### src/verilog/sls_pkg.sv
`default_nettype none
package sls_pkg;

  // ------------------------------------------------------------
  // Link register map
  // ------------------------------------------------------------
  localparam int unsigned ADDR_W = 20;
  localparam logic [19:0] OFS_COUNT = 20'h00200;
  localparam logic [19:0] OFS_VECT  = 20'h00201;
  localparam logic [19:0] OFS_L01   = 20'h00202;
  localparam logic [19:0] OFS_L23   = 20'h00203;

  // Field positions
  localparam int unsigned CNT_MSB     = 5;
  localparam int unsigned PROT_RDY_B  = 6;
  localparam int unsigned VEC_RC_B    = 0;
  localparam int unsigned VEC_TEST_B  = 1;
  localparam int unsigned VEC_PROT_B  = 2;
  localparam int unsigned VEC_SINK_B  = 6;
  localparam logic [7:0]  VEC_MASK    = 8'h47;
  localparam int unsigned LANE_HI_B   = 4;
  localparam logic [7:0]  RST_BYTE    = 8'h00;
  localparam logic [5:0]  CNT_MAX     = 6'h3f;

  // ------------------------------------------------------------
  // Host AXI4-Lite register map (byte offsets)
  // ------------------------------------------------------------
  localparam logic [3:0]  HR_ADDR  = 4'h0;
  localparam logic [3:0]  HR_WDATA = 4'h4;
  localparam logic [3:0]  HR_CTRL  = 4'h8;
  localparam logic [3:0]  HR_STAT  = 4'hc;
  localparam int unsigned CTRL_GO_B    = 0;
  localparam int unsigned CTRL_WR_B    = 1;
  localparam int unsigned ST_BUSY_B    = 0;
  localparam int unsigned ST_DONE_B    = 1;
  localparam int unsigned ST_PROT_B    = 2;
  localparam int unsigned ST_RC_B      = 3;
  localparam int unsigned ST_TEST_B    = 4;
  localparam int unsigned ST_DATA_LSB  = 8;
  localparam logic [1:0]  RESP_OKAY    = 2'h0;
  localparam logic [1:0]  RESP_SLVERR  = 2'h2;

endpackage : sls_pkg
`default_nettype wire

### src/verilog/sls_link_if.sv
`timescale 1ns/1ps
`default_nettype none
interface sls_link_if;
  // Request from the source, held until ack
  logic        req;
  logic        we;
  logic [19:0] addr;
  logic [7:0]  wdata;
  // Answer from the sink, ack is a one-cycle pulse
  logic        ack;
  logic [7:0]  rdata;

  modport sink (
    input  req,
    input  we,
    input  addr,
    input  wdata,
    output ack,
    output rdata
  );

  modport source (
    output req,
    output we,
    output addr,
    output wdata,
    input  ack,
    input  rdata
  );
endinterface : sls_link_if
`default_nettype wire

### src/verilog/sls_source_ctrl.sv
`timescale 1ns/1ps
`default_nettype none
module sls_source_ctrl (
  // Clock and reset
  input  wire logic        core_clk_i,
  input  wire logic        rst_n_i,
  // AXI4-Lite write address and data
  input  wire logic        s_axi_awvalid,
  output logic             s_axi_awready,
  input  wire logic [3:0]  s_axi_awaddr,
  input  wire logic        s_axi_wvalid,
  output logic             s_axi_wready,
  input  wire logic [31:0] s_axi_wdata,
  input  wire logic [3:0]  s_axi_wstrb,
  // AXI4-Lite write response
  output logic             s_axi_bvalid,
  input  wire logic        s_axi_bready,
  output logic [1:0]       s_axi_bresp,
  // AXI4-Lite read
  input  wire logic        s_axi_arvalid,
  output logic             s_axi_arready,
  input  wire logic [3:0]  s_axi_araddr,
  output logic             s_axi_rvalid,
  input  wire logic        s_axi_rready,
  output logic [31:0]      s_axi_rdata,
  output logic [1:0]       s_axi_rresp,
  // Link to the sink
  sls_link_if.source       link,
  // Protected content permission
  output logic             protect_allow_o
);

  // ------------------------------------------------------------
  // State
  // ------------------------------------------------------------
  typedef struct packed {
    logic        aw_have;
    logic [3:0]  aw_addr;
    logic        w_have;
    logic [31:0] w_data;
    logic [3:0]  w_strb;
    logic        bvalid;
    logic [1:0]  bresp;
    logic        rvalid;
    logic [31:0] rdata;
    logic [1:0]  rresp;
    logic [19:0] l_addr;
    logic [7:0]  l_wdata;
    logic        l_we;
    logic        req;
    logic        done;
    logic [7:0]  last;
    logic        prot_ok;
    logic        rc_need;
    logic        test_need;
  } sls_src_st_t;

  sls_src_st_t st_reg;
  sls_src_st_t st_next;
  logic [31:0] stat_word;

  // ------------------------------------------------------------
  // Status word
  // ------------------------------------------------------------
  always_comb begin
    stat_word = 32'h0000_0000;
    stat_word[sls_pkg::ST_BUSY_B] = st_reg.req;
    stat_word[sls_pkg::ST_DONE_B] = st_reg.done;
    stat_word[sls_pkg::ST_PROT_B] = st_reg.prot_ok;
    stat_word[sls_pkg::ST_RC_B]   = st_reg.rc_need;
    stat_word[sls_pkg::ST_TEST_B] = st_reg.test_need;
    stat_word[sls_pkg::ST_DATA_LSB +: 8] = st_reg.last;
  end

  // ------------------------------------------------------------
  // Next state
  // ------------------------------------------------------------
  always_comb begin
    st_next = st_reg;

    // Capture address and data independently
    if (s_axi_awvalid && s_axi_awready) begin
      st_next.aw_have = 1'b1;
      st_next.aw_addr = s_axi_awaddr;
    end
    if (s_axi_wvalid && s_axi_wready) begin
      st_next.w_have = 1'b1;
      st_next.w_data = s_axi_wdata;
      st_next.w_strb = s_axi_wstrb;
    end
    if (s_axi_bvalid && s_axi_bready) begin
      st_next.bvalid = 1'b0;
    end

    // Perform a write once both halves are held
    if (st_reg.aw_have && st_reg.w_have) begin
      st_next.aw_have = 1'b0;
      st_next.w_have  = 1'b0;
      st_next.bvalid  = 1'b1;
      st_next.bresp   = sls_pkg::RESP_OKAY;
      case ({st_reg.aw_addr[3:2], 2'b00})
        sls_pkg::HR_ADDR: begin
          if (!st_reg.req) begin
            st_next.l_addr = st_reg.w_data[19:0];
          end
        end
        sls_pkg::HR_WDATA: begin
          if (!st_reg.req && st_reg.w_strb[0]) begin
            st_next.l_wdata = st_reg.w_data[7:0];
          end
        end
        sls_pkg::HR_CTRL: begin
          // A start while busy is dropped; one link access at a time
          if (!st_reg.req && st_reg.w_strb[0] && st_reg.w_data[sls_pkg::CTRL_GO_B]) begin
            st_next.req  = 1'b1;
            st_next.l_we = st_reg.w_data[sls_pkg::CTRL_WR_B];
            st_next.done = 1'b0;
          end
        end
        sls_pkg::HR_STAT: st_next.bresp = sls_pkg::RESP_OKAY;
        default:          st_next.bresp = sls_pkg::RESP_SLVERR;
      endcase
    end

    // Read channel
    if (s_axi_rvalid && s_axi_rready) begin
      st_next.rvalid = 1'b0;
    end
    if (s_axi_arvalid && s_axi_arready) begin
      st_next.rvalid = 1'b1;
      st_next.rresp  = sls_pkg::RESP_OKAY;
      case ({s_axi_araddr[3:2], 2'b00})
        sls_pkg::HR_ADDR:  st_next.rdata = {12'h000, st_reg.l_addr};
        sls_pkg::HR_WDATA: st_next.rdata = {24'h00_0000, st_reg.l_wdata};
        sls_pkg::HR_CTRL:  st_next.rdata = {30'h0000_0000, st_reg.l_we, st_reg.req};
        sls_pkg::HR_STAT:  st_next.rdata = stat_word;
        default: begin
          st_next.rdata = 32'h0000_0000;
          st_next.rresp = sls_pkg::RESP_SLVERR;
        end
      endcase
    end

    // Link answer ends the access and updates follow-up flags
    if (st_reg.req && link.ack) begin
      st_next.req  = 1'b0;
      st_next.done = 1'b1;
      if (!st_reg.l_we) begin
        st_next.last = link.rdata;
        if (st_reg.l_addr == sls_pkg::OFS_COUNT) begin
          st_next.prot_ok = link.rdata[sls_pkg::PROT_RDY_B];
        end
        if (st_reg.l_addr == sls_pkg::OFS_VECT) begin
          st_next.rc_need   = link.rdata[sls_pkg::VEC_RC_B];
          st_next.test_need = link.rdata[sls_pkg::VEC_TEST_B];
        end
      end
    end
  end

  // ------------------------------------------------------------
  // Registers
  // ------------------------------------------------------------
  always_ff @(posedge core_clk_i or negedge rst_n_i) begin
    if (!rst_n_i) begin
      st_reg <= '0;
    end else begin
      st_reg <= st_next;
    end
  end

  // ------------------------------------------------------------
  // Outputs
  // ------------------------------------------------------------
  // Accept a new half only while no response is pending
  assign s_axi_awready   = ~st_reg.aw_have & ~st_reg.bvalid;
  assign s_axi_wready    = ~st_reg.w_have & ~st_reg.bvalid;
  assign s_axi_bvalid    = st_reg.bvalid;
  assign s_axi_bresp     = st_reg.bresp;
  assign s_axi_arready   = ~st_reg.rvalid;
  assign s_axi_rvalid    = st_reg.rvalid;
  assign s_axi_rdata     = st_reg.rdata;
  assign s_axi_rresp     = st_reg.rresp;
  assign link.req        = st_reg.req;
  assign link.we         = st_reg.l_we;
  assign link.addr       = st_reg.l_addr;
  assign link.wdata      = st_reg.l_wdata;
  assign protect_allow_o = st_reg.prot_ok;

endmodule : sls_source_ctrl
`default_nettype wire

### src/flat_wrapper.sv
// flat-port wrapper written by rule: the top's interface ports become plain ports
module sls_source_ctrl_flat 
  (core_clk_i, rst_n_i, s_axi_awvalid, s_axi_awready, s_axi_awaddr, s_axi_wvalid, s_axi_wready, s_axi_wdata, s_axi_wstrb, s_axi_bvalid, s_axi_bready, s_axi_bresp, s_axi_arvalid, s_axi_arready, s_axi_araddr, s_axi_rvalid, s_axi_rready, s_axi_rdata, s_axi_rresp, protect_allow_o, link_req, link_we, link_addr, link_wdata, link_ack, link_rdata);
  sls_link_if link_i ();
  input  wire logic core_clk_i;
  input  wire logic rst_n_i;
  input  wire logic s_axi_awvalid;
  output logic s_axi_awready;
  input  wire logic [3:0] s_axi_awaddr;
  input  wire logic s_axi_wvalid;
  output logic s_axi_wready;
  input  wire logic [31:0] s_axi_wdata;
  input  wire logic [3:0] s_axi_wstrb;
  output logic s_axi_bvalid;
  input  wire logic s_axi_bready;
  output logic [1:0] s_axi_bresp;
  input  wire logic s_axi_arvalid;
  output logic s_axi_arready;
  input  wire logic [3:0] s_axi_araddr;
  output logic s_axi_rvalid;
  input  wire logic s_axi_rready;
  output logic [31:0] s_axi_rdata;
  output logic [1:0] s_axi_rresp;
  output logic protect_allow_o;
  output wire logic [$bits(link_i.req)-1:0] link_req;
  output wire logic [$bits(link_i.we)-1:0] link_we;
  output wire logic [$bits(link_i.addr)-1:0] link_addr;
  output wire logic [$bits(link_i.wdata)-1:0] link_wdata;
  input wire logic [$bits(link_i.ack)-1:0] link_ack;
  input wire logic [$bits(link_i.rdata)-1:0] link_rdata;
  assign link_req = link_i.req;
  assign link_we = link_i.we;
  assign link_addr = link_i.addr;
  assign link_wdata = link_i.wdata;
  assign link_i.ack = link_ack;
  assign link_i.rdata = link_rdata;
  sls_source_ctrl u_core (.core_clk_i(core_clk_i), .rst_n_i(rst_n_i), .s_axi_awvalid(s_axi_awvalid), .s_axi_awready(s_axi_awready), .s_axi_awaddr(s_axi_awaddr), .s_axi_wvalid(s_axi_wvalid), .s_axi_wready(s_axi_wready), .s_axi_wdata(s_axi_wdata), .s_axi_wstrb(s_axi_wstrb), .s_axi_bvalid(s_axi_bvalid), .s_axi_bready(s_axi_bready), .s_axi_bresp(s_axi_bresp), .s_axi_arvalid(s_axi_arvalid), .s_axi_arready(s_axi_arready), .s_axi_araddr(s_axi_araddr), .s_axi_rvalid(s_axi_rvalid), .s_axi_rready(s_axi_rready), .s_axi_rdata(s_axi_rdata), .s_axi_rresp(s_axi_rresp), .link(link_i), .protect_allow_o(protect_allow_o));
endmodule
### config.mk
export PLATFORM = sky130hd
export DESIGN_NAME = sls_source_ctrl_flat
export DESIGN_NICKNAME = d
export VERILOG_FILES = /design/src/verilog/sls_pkg.sv /design/src/verilog/sls_link_if.sv /design/src/verilog/sls_source_ctrl.sv /design/src/flat_wrapper.sv
export SDC_FILE = /design/constraint.sdc
export NUM_CORES = 1
export LEC_CHECK = 0
export BUFFER_PORTS_ARGS = -buffer_cell sky130_fd_sc_hd__buf_2
export CAP_MARGIN = 20
export CORE_ASPECT_RATIO = 1.1
export CORE_MARGIN = 8
export CORE_UTILIZATION = 45
export CTS_CLUSTER_DIAMETER = 100
export DETAILED_ROUTE_END_ITERATION = 8
export MAX_ROUTING_LAYER = met4
export PLACE_DENSITY_LB_ADDON = 0.3
export SYNTH_ARGS = -nofsm -noshare
export SYNTH_HDL_FRONTEND = slang
export SYNTH_SLANG_ARGS = --single-unit
### constraint.sdc
create_clock -name core_clk_i -period 1.4 [get_ports core_clk_i]
set_input_delay 0 -clock core_clk_i [delete_from_list [all_inputs] [get_ports core_clk_i]]
set_output_delay 0 -clock core_clk_i [all_outputs]
set_load 0.01 [all_outputs]
Yosys cells after proc, flatten, opt, wreduce, memory -nomap -nowiden
Index checks and enable logic that the tools add are counted.
{ "op_classes": {"n_eq_ne": 7, "muxes": 16, "reduce_logical": 26, "n_bitwise": 8} }
{ "ops": {"columns": ["cell", "count"], "rows": [
  ["one-hot mux 32 bit (4 select lines)", 1],
  ["== test 20 x 10 -> 1 bit (second input constant)", 2],
  ["two-way mux 37 bit", 1],
  ["two-way mux 35 bit", 1],
  ["AND reduction 3 bit", 6],
  ["nonzero test 2 bit", 7],
  ["two-way mux 13 bit", 1],
  ["two-way mux 11 bit", 1],
  ["logical AND 1 bit", 9],
  ["two-way mux 2 bit", 4],
  ["== test 2 bit (second input constant)", 3],
  ["NOT 1 bit", 6],
  ["two-way mux 1 bit", 5],
  ["two-way mux 5 bit", 1],
  ["== test 2 x 1 -> 1 bit (second input constant)", 2],
  ["logical NOT 2 bit", 2],
  ["two-way mux 3 bit", 1],
  ["AND 1 bit", 2],
  ["AND reduction 2 bit", 1],
  ["logical NOT 1 bit", 1]
]} }
{ "totals": {"register_bits": 118, "elab_cells": 74} }

Longest topological paths before layout
Gate-level depths: netlist (run 1).
{ "logic_depth": {"ltp_word": 7, "mapped_depth": 5} }

Worst setup path after synthesis (run 1)
OpenSTA, ideal clock, no wires.
{ "synth_timing": {"path_type": "register -> register", "start": "register u_core.st_reg (netlist bit u_core.s_axi_bvalid)", "end": "register u_core.st_reg[100] (netlist name)", "arrival_time_ns": 1.439, "path_slack_ns": -0.164, "synth_period_minus_slack_ns": 1.564, "path_buffers": 2, "path_stages_with_launch": 6, "cell_sequence": "dfrtp_1 > nor2_1 > and2_1 > clkbuf_1 > buf_4 > mux2_2"} }
{ "synth_via": {"elab_chain_cells": 3} }
{ "synth_lines": {"columns": ["item", "line", "source"], "rows": [
  ["from (decl)", "sls_source_ctrl.sv:58", "sls_src_st_t st_reg;"],
  ["from (signal assigned)", "sls_source_ctrl.sv:168", "st_reg <= st_next;"],
  ["NOT 1 bit", "sls_source_ctrl.sv:177", "assign s_axi_wready = ~st_reg.w_have & ~st_reg.bvalid;"],
  ["AND 1 bit", "sls_source_ctrl.sv:177", null],
  ["net s_axi_wready", "flat_wrapper.sv:11", "output logic s_axi_wready;"],
  ["logical AND 1 bit", "sls_source_ctrl.sv:86", "if (s_axi_wvalid && s_axi_wready) begin"]
]} }
The timed path passes the listed nets, and every way through them passes these cells.
A chain may end at the register's enable or synchronous reset.

Worst setup path in the final report (run 1)
{ "layout_timing": {"start": "register u_core.st_reg (netlist bit u_core.link.req)", "end": "register u_core.st_reg (netlist bit u_core.link.wdata[6])"} }
{ "layout_via": {"elab_chain_cells": 3} }
{ "layout_lines": {"columns": ["item", "line", "source"], "rows": [
  ["logical NOT 1 bit", null, null],
  ["logical AND 1 bit", "sls_source_ctrl.sv:108", "if (!st_reg.req && st_reg.w_strb[0]) begin"],
  ["AND reduction 3 bit (no line)", null, null]
]} }
No other way between the ends.

==> results of run 1 <==
kinds of logic (layout without fill, tap and decap cells):
| family | count (synthesis) | in the layout | synth area share |
|---|---|---|---|
| simple gates | 43 | 43 | 0.05868 |
| flops | 89 | 89 | 0.5469 |
| other cells | 1 | 16 | 0.0009208 |
| buf+inv | 79 | 190 | 0.1361 |
| mux | 72 | 72 | 0.1997 |
| compound gates | 37 | 37 | 0.05776 |
repair_timing:
item | in CTS | in global routing
setup buffers | 4 | 0
setup endpoints to repair | 32 | 58
hold endpoints to repair | 128 | 0
resized for setup | 5 | 18
gates cloned | 1 | 2
pin swaps | 0 | 3
hold buffers | 36 | 0
power by group:
| group | total (mW) | internal (mW) | switching [mW] |
|---|---|---|---|
| registers | 4.45 | 3.64 | 0.809 |
| clock network | 2.09 | 1.19 | 0.905 |
| logic | 4.36 | 2.55 | 1.81 |
per-stage QoR:
step	setup slack, ps	utilization	instances	area [um^2]	hold WS [ps]
floorplan	-127.7	-	336	4270	-295.6
global placement	-142.4	0.5228	503	4616	76.92
detailed placement	-152.8	0.5228	503	4616	83.18
CTS	-171.5	0.5993	560	5291	32.90
global route	-272.6	0.6086	561	5373	63.14
finish	-190.2	0.6086	561	5373	51.59
synth_stat cells:
cell type  number
nor3_4          1
a22oi_1         8
nor4_1          3
mux2_2         64
nand3b_4        1
buf_4          68
a22o_1          4
conb_1          1
mux4_2          1
and2_1          2
and4b_1         1
and4b_2         1
clkbuf_1        5
buf_2           2
o31ai_1         3
a21o_1          1
mux2i_1         7
nor3_1          2
o21ai_0        16
inv_1           4
a22o_2          1
nand3b_1        1
dfrtp_1        89
nand4_1         2
a21oi_1         4
nor3_2          1
nand2_1        19
nor4b_1         1
nor2_1          8
metal layers:
metal  part of all wire  vias up
met4              0.012        0
met5                  0        -
met3              0.059       10
met2               0.48       76
li1                   -     1272
met1               0.45     1320
path summary, 6_finish.rpt:
kind	end	slack, ps
max in group asynchronous	u_core.st_reg[121]	810
hold / removal	u_core.s_axi_rdata[7]	50
hold reg to reg	u_core.s_axi_rdata[8]	480
setup reg to reg	u_core.link.wdata[6]	-190
setup / recovery	u_core.link.wdata[6]	-190
min in group asynchronous	u_core.st_reg[80]	200
worst register-to-register path: cells and delay by family (launching register included):
family | cells | cell delay, ps
multiplexers | 1 | 330
buffers and inverters | 2 | 370
flip-flops | 1 | 410
AND/OR/NAND/NOR | 2 | 370
area by class of cell:
class | instances | area (um^2)
well taps | 114 | 142.6
flip-flops and latches | 89 | 2228
clock buffers | 9 | 123.9
clock inverters | 7 | 116.4
repair buffers | 170 | 1216
multi-input cells | 168 | 1530
inverters | 4 | 15.01
fillers | 736 | 3456
==> run summary, run 1 <==
Status - finished, violations left
Failing checks - negative setup slack
Slew Viols, Final - 0
Met1 GRT Util - 0.2050
Largest area contributor in the netlist - dfrtp_1
Hold WC Path Type - input port to flip-flop
Number of cells on the worst reg-to-reg path - 5
Final antenna-violating net count - 0
Distinct cells, synth - 29
Die area - 0.01235 mm^2
Number of antenna diodes - 0
Clk_skew - 12.52 ps
Final HPWL DP - 7.034 mm
Global routing usage on met3 - 0.04338
Syn avg cell area - 12.69 um^2
GR Overflow Total - 0
Seq/Total Area, Yosys - 0.5469
CP max FO - 4
CTS Buf Count - 9
RSZ-0062 raised after global routing - true
Rows - 36
Top delay family on crit path - flip-flops
Share of cells above drive strength 1 - 0.5056
Wire per inst - 17.55 um
Area grow syn2layout - 31.92%
Hold Violations, Final - 0
Gpl congestion - 0.7693
Slowest-stage cell, CP - dfrtp_2
Critical path class - flip-flop to flip-flop
Buf/Inv on CP - 2
Pin count of the biggest net entering global routing - 90
Vias in the first global route - 2865
Die Span Y - 115.8 um
Worst setup SP type - flip-flop
WL final - 9.848 mm
Starting Density - 0.4613
CTS tree - done
Levels on crit path - 5
Synth top area cells - dfrtp_1 55%, mux2_2 18%, buf_4 13%
Die Span X - 106.7 um
Starting DRC count in detailed routing - 128
First-pass GRT wire length - 15.46 mm
Fmax - 628.9 MHz
Root buffer cell - clkbuf_8
Vias per cell - 4.774
Clock latency on the worst-skew pair - 360 ps
Max-Slew Margin vs Limit - 0.6092
Worst hold start - s_axi_araddr[3]
Gate Count Post-Synth - 321
Port Buffers - 96
Worst Hold Path Cells - 2
Initial antenna violation count - 0
Crit. End Element - flip-flop
Post-Syn Area - 0.004073 mm^2
Crit-path most repeated cell - buf_4
Min Tclk post-route - 1590 ps
DR vias - 2678
Total power - 10.90 mW
GR peak layer - met2
# H-tree levels - 3
Maximum VDD drop - 1.238 mV
Core ar. - 0.008828 mm^2
R2R Path Start - u_core.link.req
Ports - 132
Worst Tran Pin Value - 584.0 ps
Most common cell after layout, fill and taps aside - buf_2
CTS Buffer Depth - 2
Layout Nets - 502
1st-pass router iterations - 4
Arr. time, crit path - 1830 ps
Leak pwr - 2.698 nW
Area share of the largest cell type after synthesis - 0.5469
Yosys reg bits - 89
Setup-failing EPs final - 32
Routing usage on met2 - 0.2630
Synth Warn # - 0
Gr usage total - 0.1670
Residual DRC count - 0
Largest register FFs - 36
Final Cycle Share - 1.136
Crit path cell chain - nand3b_1, buf_4, nor3_4, buf_4, mux2_2
Commonest non-fill, non-tap cells in the layout - 95 x buf_2, 88 x dfrtp_1, 42 x mux2_4
Reg clk slew, reported paths - 80 ps
CTS Sinks - 89
Fin worst setup slack - -190.2 ps
Setup TNS - -3840 ps
PwrDens - 2029 mW/mm^2
CP startpoint - u_core.link.req
Max stage delay on crit path - 410 ps
Worst EP required - 1640 ps
Max_cap viols - 0
(Power assumes the default switching activity.)
==> inputs of run 2 (changes only) <==
==> constraint.sdc (replaced) <==
create_clock -name core_clk_i -period 1.8 [get_ports core_clk_i]
set_input_delay 0 -clock core_clk_i [delete_from_list [all_inputs] [get_ports core_clk_i]]
set_output_delay 0 -clock core_clk_i [all_outputs]
set_load 0.01 [all_outputs]
==> run 2 against run 1 <==
Compared with the run above:
- the flow now finishes without violations
- sequential share of layout area up 4.1 points
- first-iteration DRC count down 26%
- clock skew down 0.87 ps
- die area unchanged
- sequential power down 21%
- maximum frequency down 7.9%
- critical path depth down 1
- critical endpoint is now u_core.protect_allow_o
- largest cell class unchanged
==> run summary, run 2 (same netlist as run 1, synthesis figures left out) <==
Min Tclk post-route - 1727 ps (was 1590 ps)
DR vias - 2611 (was 2678)
Die area - 0.01235 mm^2 (unchanged)
1st-pass router iterations - 4 (unchanged)
PwrDens - 1487 mW/mm^2 (was 2029 mW/mm^2)
Worst setup SP type - flip-flop (unchanged)
Arr. time, crit path - 1980 ps (was 1830 ps)
Number of antenna diodes - 0 (unchanged)
Die Span X - 106.7 um (unchanged)
Layout Nets - 473 (was 502)
Share of cells above drive strength 1 - 0.4569 (was 0.5056)
Most common cell after layout, fill and taps aside - buf_2 (unchanged)
Rows - 36 (unchanged)
Initial antenna violation count - 0 (unchanged)
Final HPWL DP - 6.787 mm (was 7.034 mm)
WL final - 9.223 mm (was 9.848 mm)
Max_cap viols - 0 (unchanged)
Port Buffers - 96 (unchanged)
CTS Buffer Depth - 2 (unchanged)
Fmax - 578.9 MHz (was 628.9 MHz)
Largest register FFs - 36 (unchanged)
Clk_skew - 11.65 ps (was 12.52 ps)
Area occupied by multi-input gates - 0.001348 mm^2 (was 0.001530 mm^2)
Crit path cell chain - nor4_1, and4b_1, and4b_2, mux2_2 (was nand3b_1, buf_4, nor3_4, buf_4, mux2_2)
Vias in the first global route - 2805 (was 2865)
Maximum VDD drop - 0.7638 mV (was 1.238 mV)
Gpl congestion - 0.7643 (was 0.7693)
CP max FO - 4 (unchanged)
Final antenna-violating net count - 0 (unchanged)
Hold WC Path Type - input port to flip-flop (unchanged)
Worst Tran Pin Value - 600.7 ps (was 584.0 ps)
Hold Violations, Final - 0 (unchanged)
Fillers - 780 (was 736)
Gr usage total - 0.1576 (was 0.1670)
Commonest non-fill, non-tap cells in the layout - 95 x buf_2, 89 x dfrtp_1, 64 x mux2_2 (was 95 x buf_2, 88 x dfrtp_1, 42 x mux2_4)
Worst EP required - 2050 ps (was 1640 ps)
Resize count post-CTS - 0 (was 5)
Clock latency on the worst-skew pair - 370 ps (was 360 ps)
Area grow syn2layout - 19.97% (was 31.92%)
Register cell area after layout - 0.002227 mm^2 (was 0.002228 mm^2)
Crit. End Element - flip-flop (unchanged)
GR Overflow Total - 0 (unchanged)
Top delay family on crit path - simple AND/OR/NAND/NOR gates (was flip-flops)
RSZ-0062 raised after global routing - false (was true)
Final hold slack - 26.10 ps (was 51.59 ps)
# H-tree levels - 3 (unchanged)
Final Cycle Share - 0.9597 (was 1.136)
Vias per cell - 4.908 (was 4.774)
Max stage delay on crit path - 440 ps (was 410 ps)
Core ar. - 0.008828 mm^2 (unchanged)
Max-Slew Margin vs Limit - 0.5981 (was 0.6092)
CTS Sinks - 89 (unchanged)
Starting DRC count in detailed routing - 95 (was 128)
Buf/Inv on CP - 0 (was 2)
Reg clk slew, reported paths - 90 ps (was 80 ps)
Leak pwr - 2.383 nW (was 2.698 nW)
Residual DRC count - 0 (unchanged)
Setup TNS - 0 ps (was -3840 ps)
Pin count of the biggest net entering global routing - 36 (was 90)
Critical path class - flip-flop to flip-flop (unchanged)
Die Span Y - 115.8 um (unchanged)
CTS tree - done (unchanged)
Ports - 132 (unchanged)
Total power - 7.266 mW (was 10.90 mW)
Setup-failing EPs final - 0 (was 32)
Slowest-stage cell, CP - dfrtp_1 (was dfrtp_2)
Root buffer cell - clkbuf_8 (unchanged)
Starting Density - 0.4613 (unchanged)
CTS Buf Count - 9 (unchanged)
Wire per inst - 17.34 um (was 17.55 um)
Status - finished, final reports clean (was finished, violations left)
First-pass GRT wire length - 14.52 mm (was 15.46 mm)
Slew Viols, Final - 0 (unchanged)
[run 2: cell count changes in the layout (fill, tap and decap cells not counted), moves of 2 or more]
| cell | before | now |
|---|---|---|
| nor2_1 | 6 | 8 |
| buf_4 | 31 | 7 |
| clkbuf_16 | 2 | 0 |
| mux2_2 | 22 | 64 |
| mux2_4 | 42 | 0 |
| nor2_2 | 2 | 0 |
| bufinv_16 | 3 | 1 |
| buf_6 | 2 | 0 |
| clkinv_4 | 0 | 2 |
[run 2: cell type report]
type / count / area share
clock buffer: 10 / 0.02817
clock inverter: 6 / 0.01383
inverter: 4 / 0.003073
multi-input combinational: 168 / 0.2758
sequential: 89 / 0.4558
tap: 114 / 0.02919
timing repair buffer: 141 / 0.1941
[run 2: through the flow]
step / instances / utilization / instance area [um^2] / setup WS [ps]
floorplan: 336 / - / 4129 / 236.5
global placement: 480 / 0.4894 / 4320 / 68.77
detailed placement: 480 / 0.4894 / 4320 / 34.49
CTS: 532 / 0.5534 / 4886 / 27.10
global route: 532 / 0.5534 / 4886 / 10.94
finish: 532 / 0.5534 / 4886 / 72.62
[run 2: report_power, final]
group | internal [mW] | switching (mW)
sequential | 2.83 | 0.682
combinational | 1.29 | 1.08
clock | 0.681 | 0.705
[run 2: worst register-to-register path, stage by stage (launching register included)]
cell and delay [ps]:
dfrtp_1 440, nor4_1 360, and4b_1 270, and4b_2 220
mux2_2 320
[run 2: per-layer routing]
layer / wire length [um] / track usage / vias up
met4: 165 / 0.07042 / 0
li1: - / - / 1222
met5: 0 / - / -
met3: 582 / 0.04561 / 14
met1: 4110 / 0.1872 / 1296
met2: 4364 / 0.2443 / 79
[run 2: path summary, 6_finish.rpt]
check,depth (start not counted),to,slack [ps],from
hold / removal,2,u_core.s_axi_rdata[5],30,s_axi_araddr[3]
setup reg to reg,4,u_core.protect_allow_o,70,u_core.link.addr[16]
max in group asynchronous,3,u_core.link.addr[2],1010,rst_n_i
hold reg to reg,2,u_core.s_axi_rdata[0],480,u_core.s_axi_rdata[0]
min in group asynchronous,2,u_core.st_reg[119],100,rst_n_i
setup / recovery,4,u_core.protect_allow_o,70,u_core.link.addr[16]
[run 2: what timing repair did]
item / in CTS / in global routing
hold buffers: 36 / 0
setup buffers: 0 / 0
hold endpoints to repair: 102 / 0
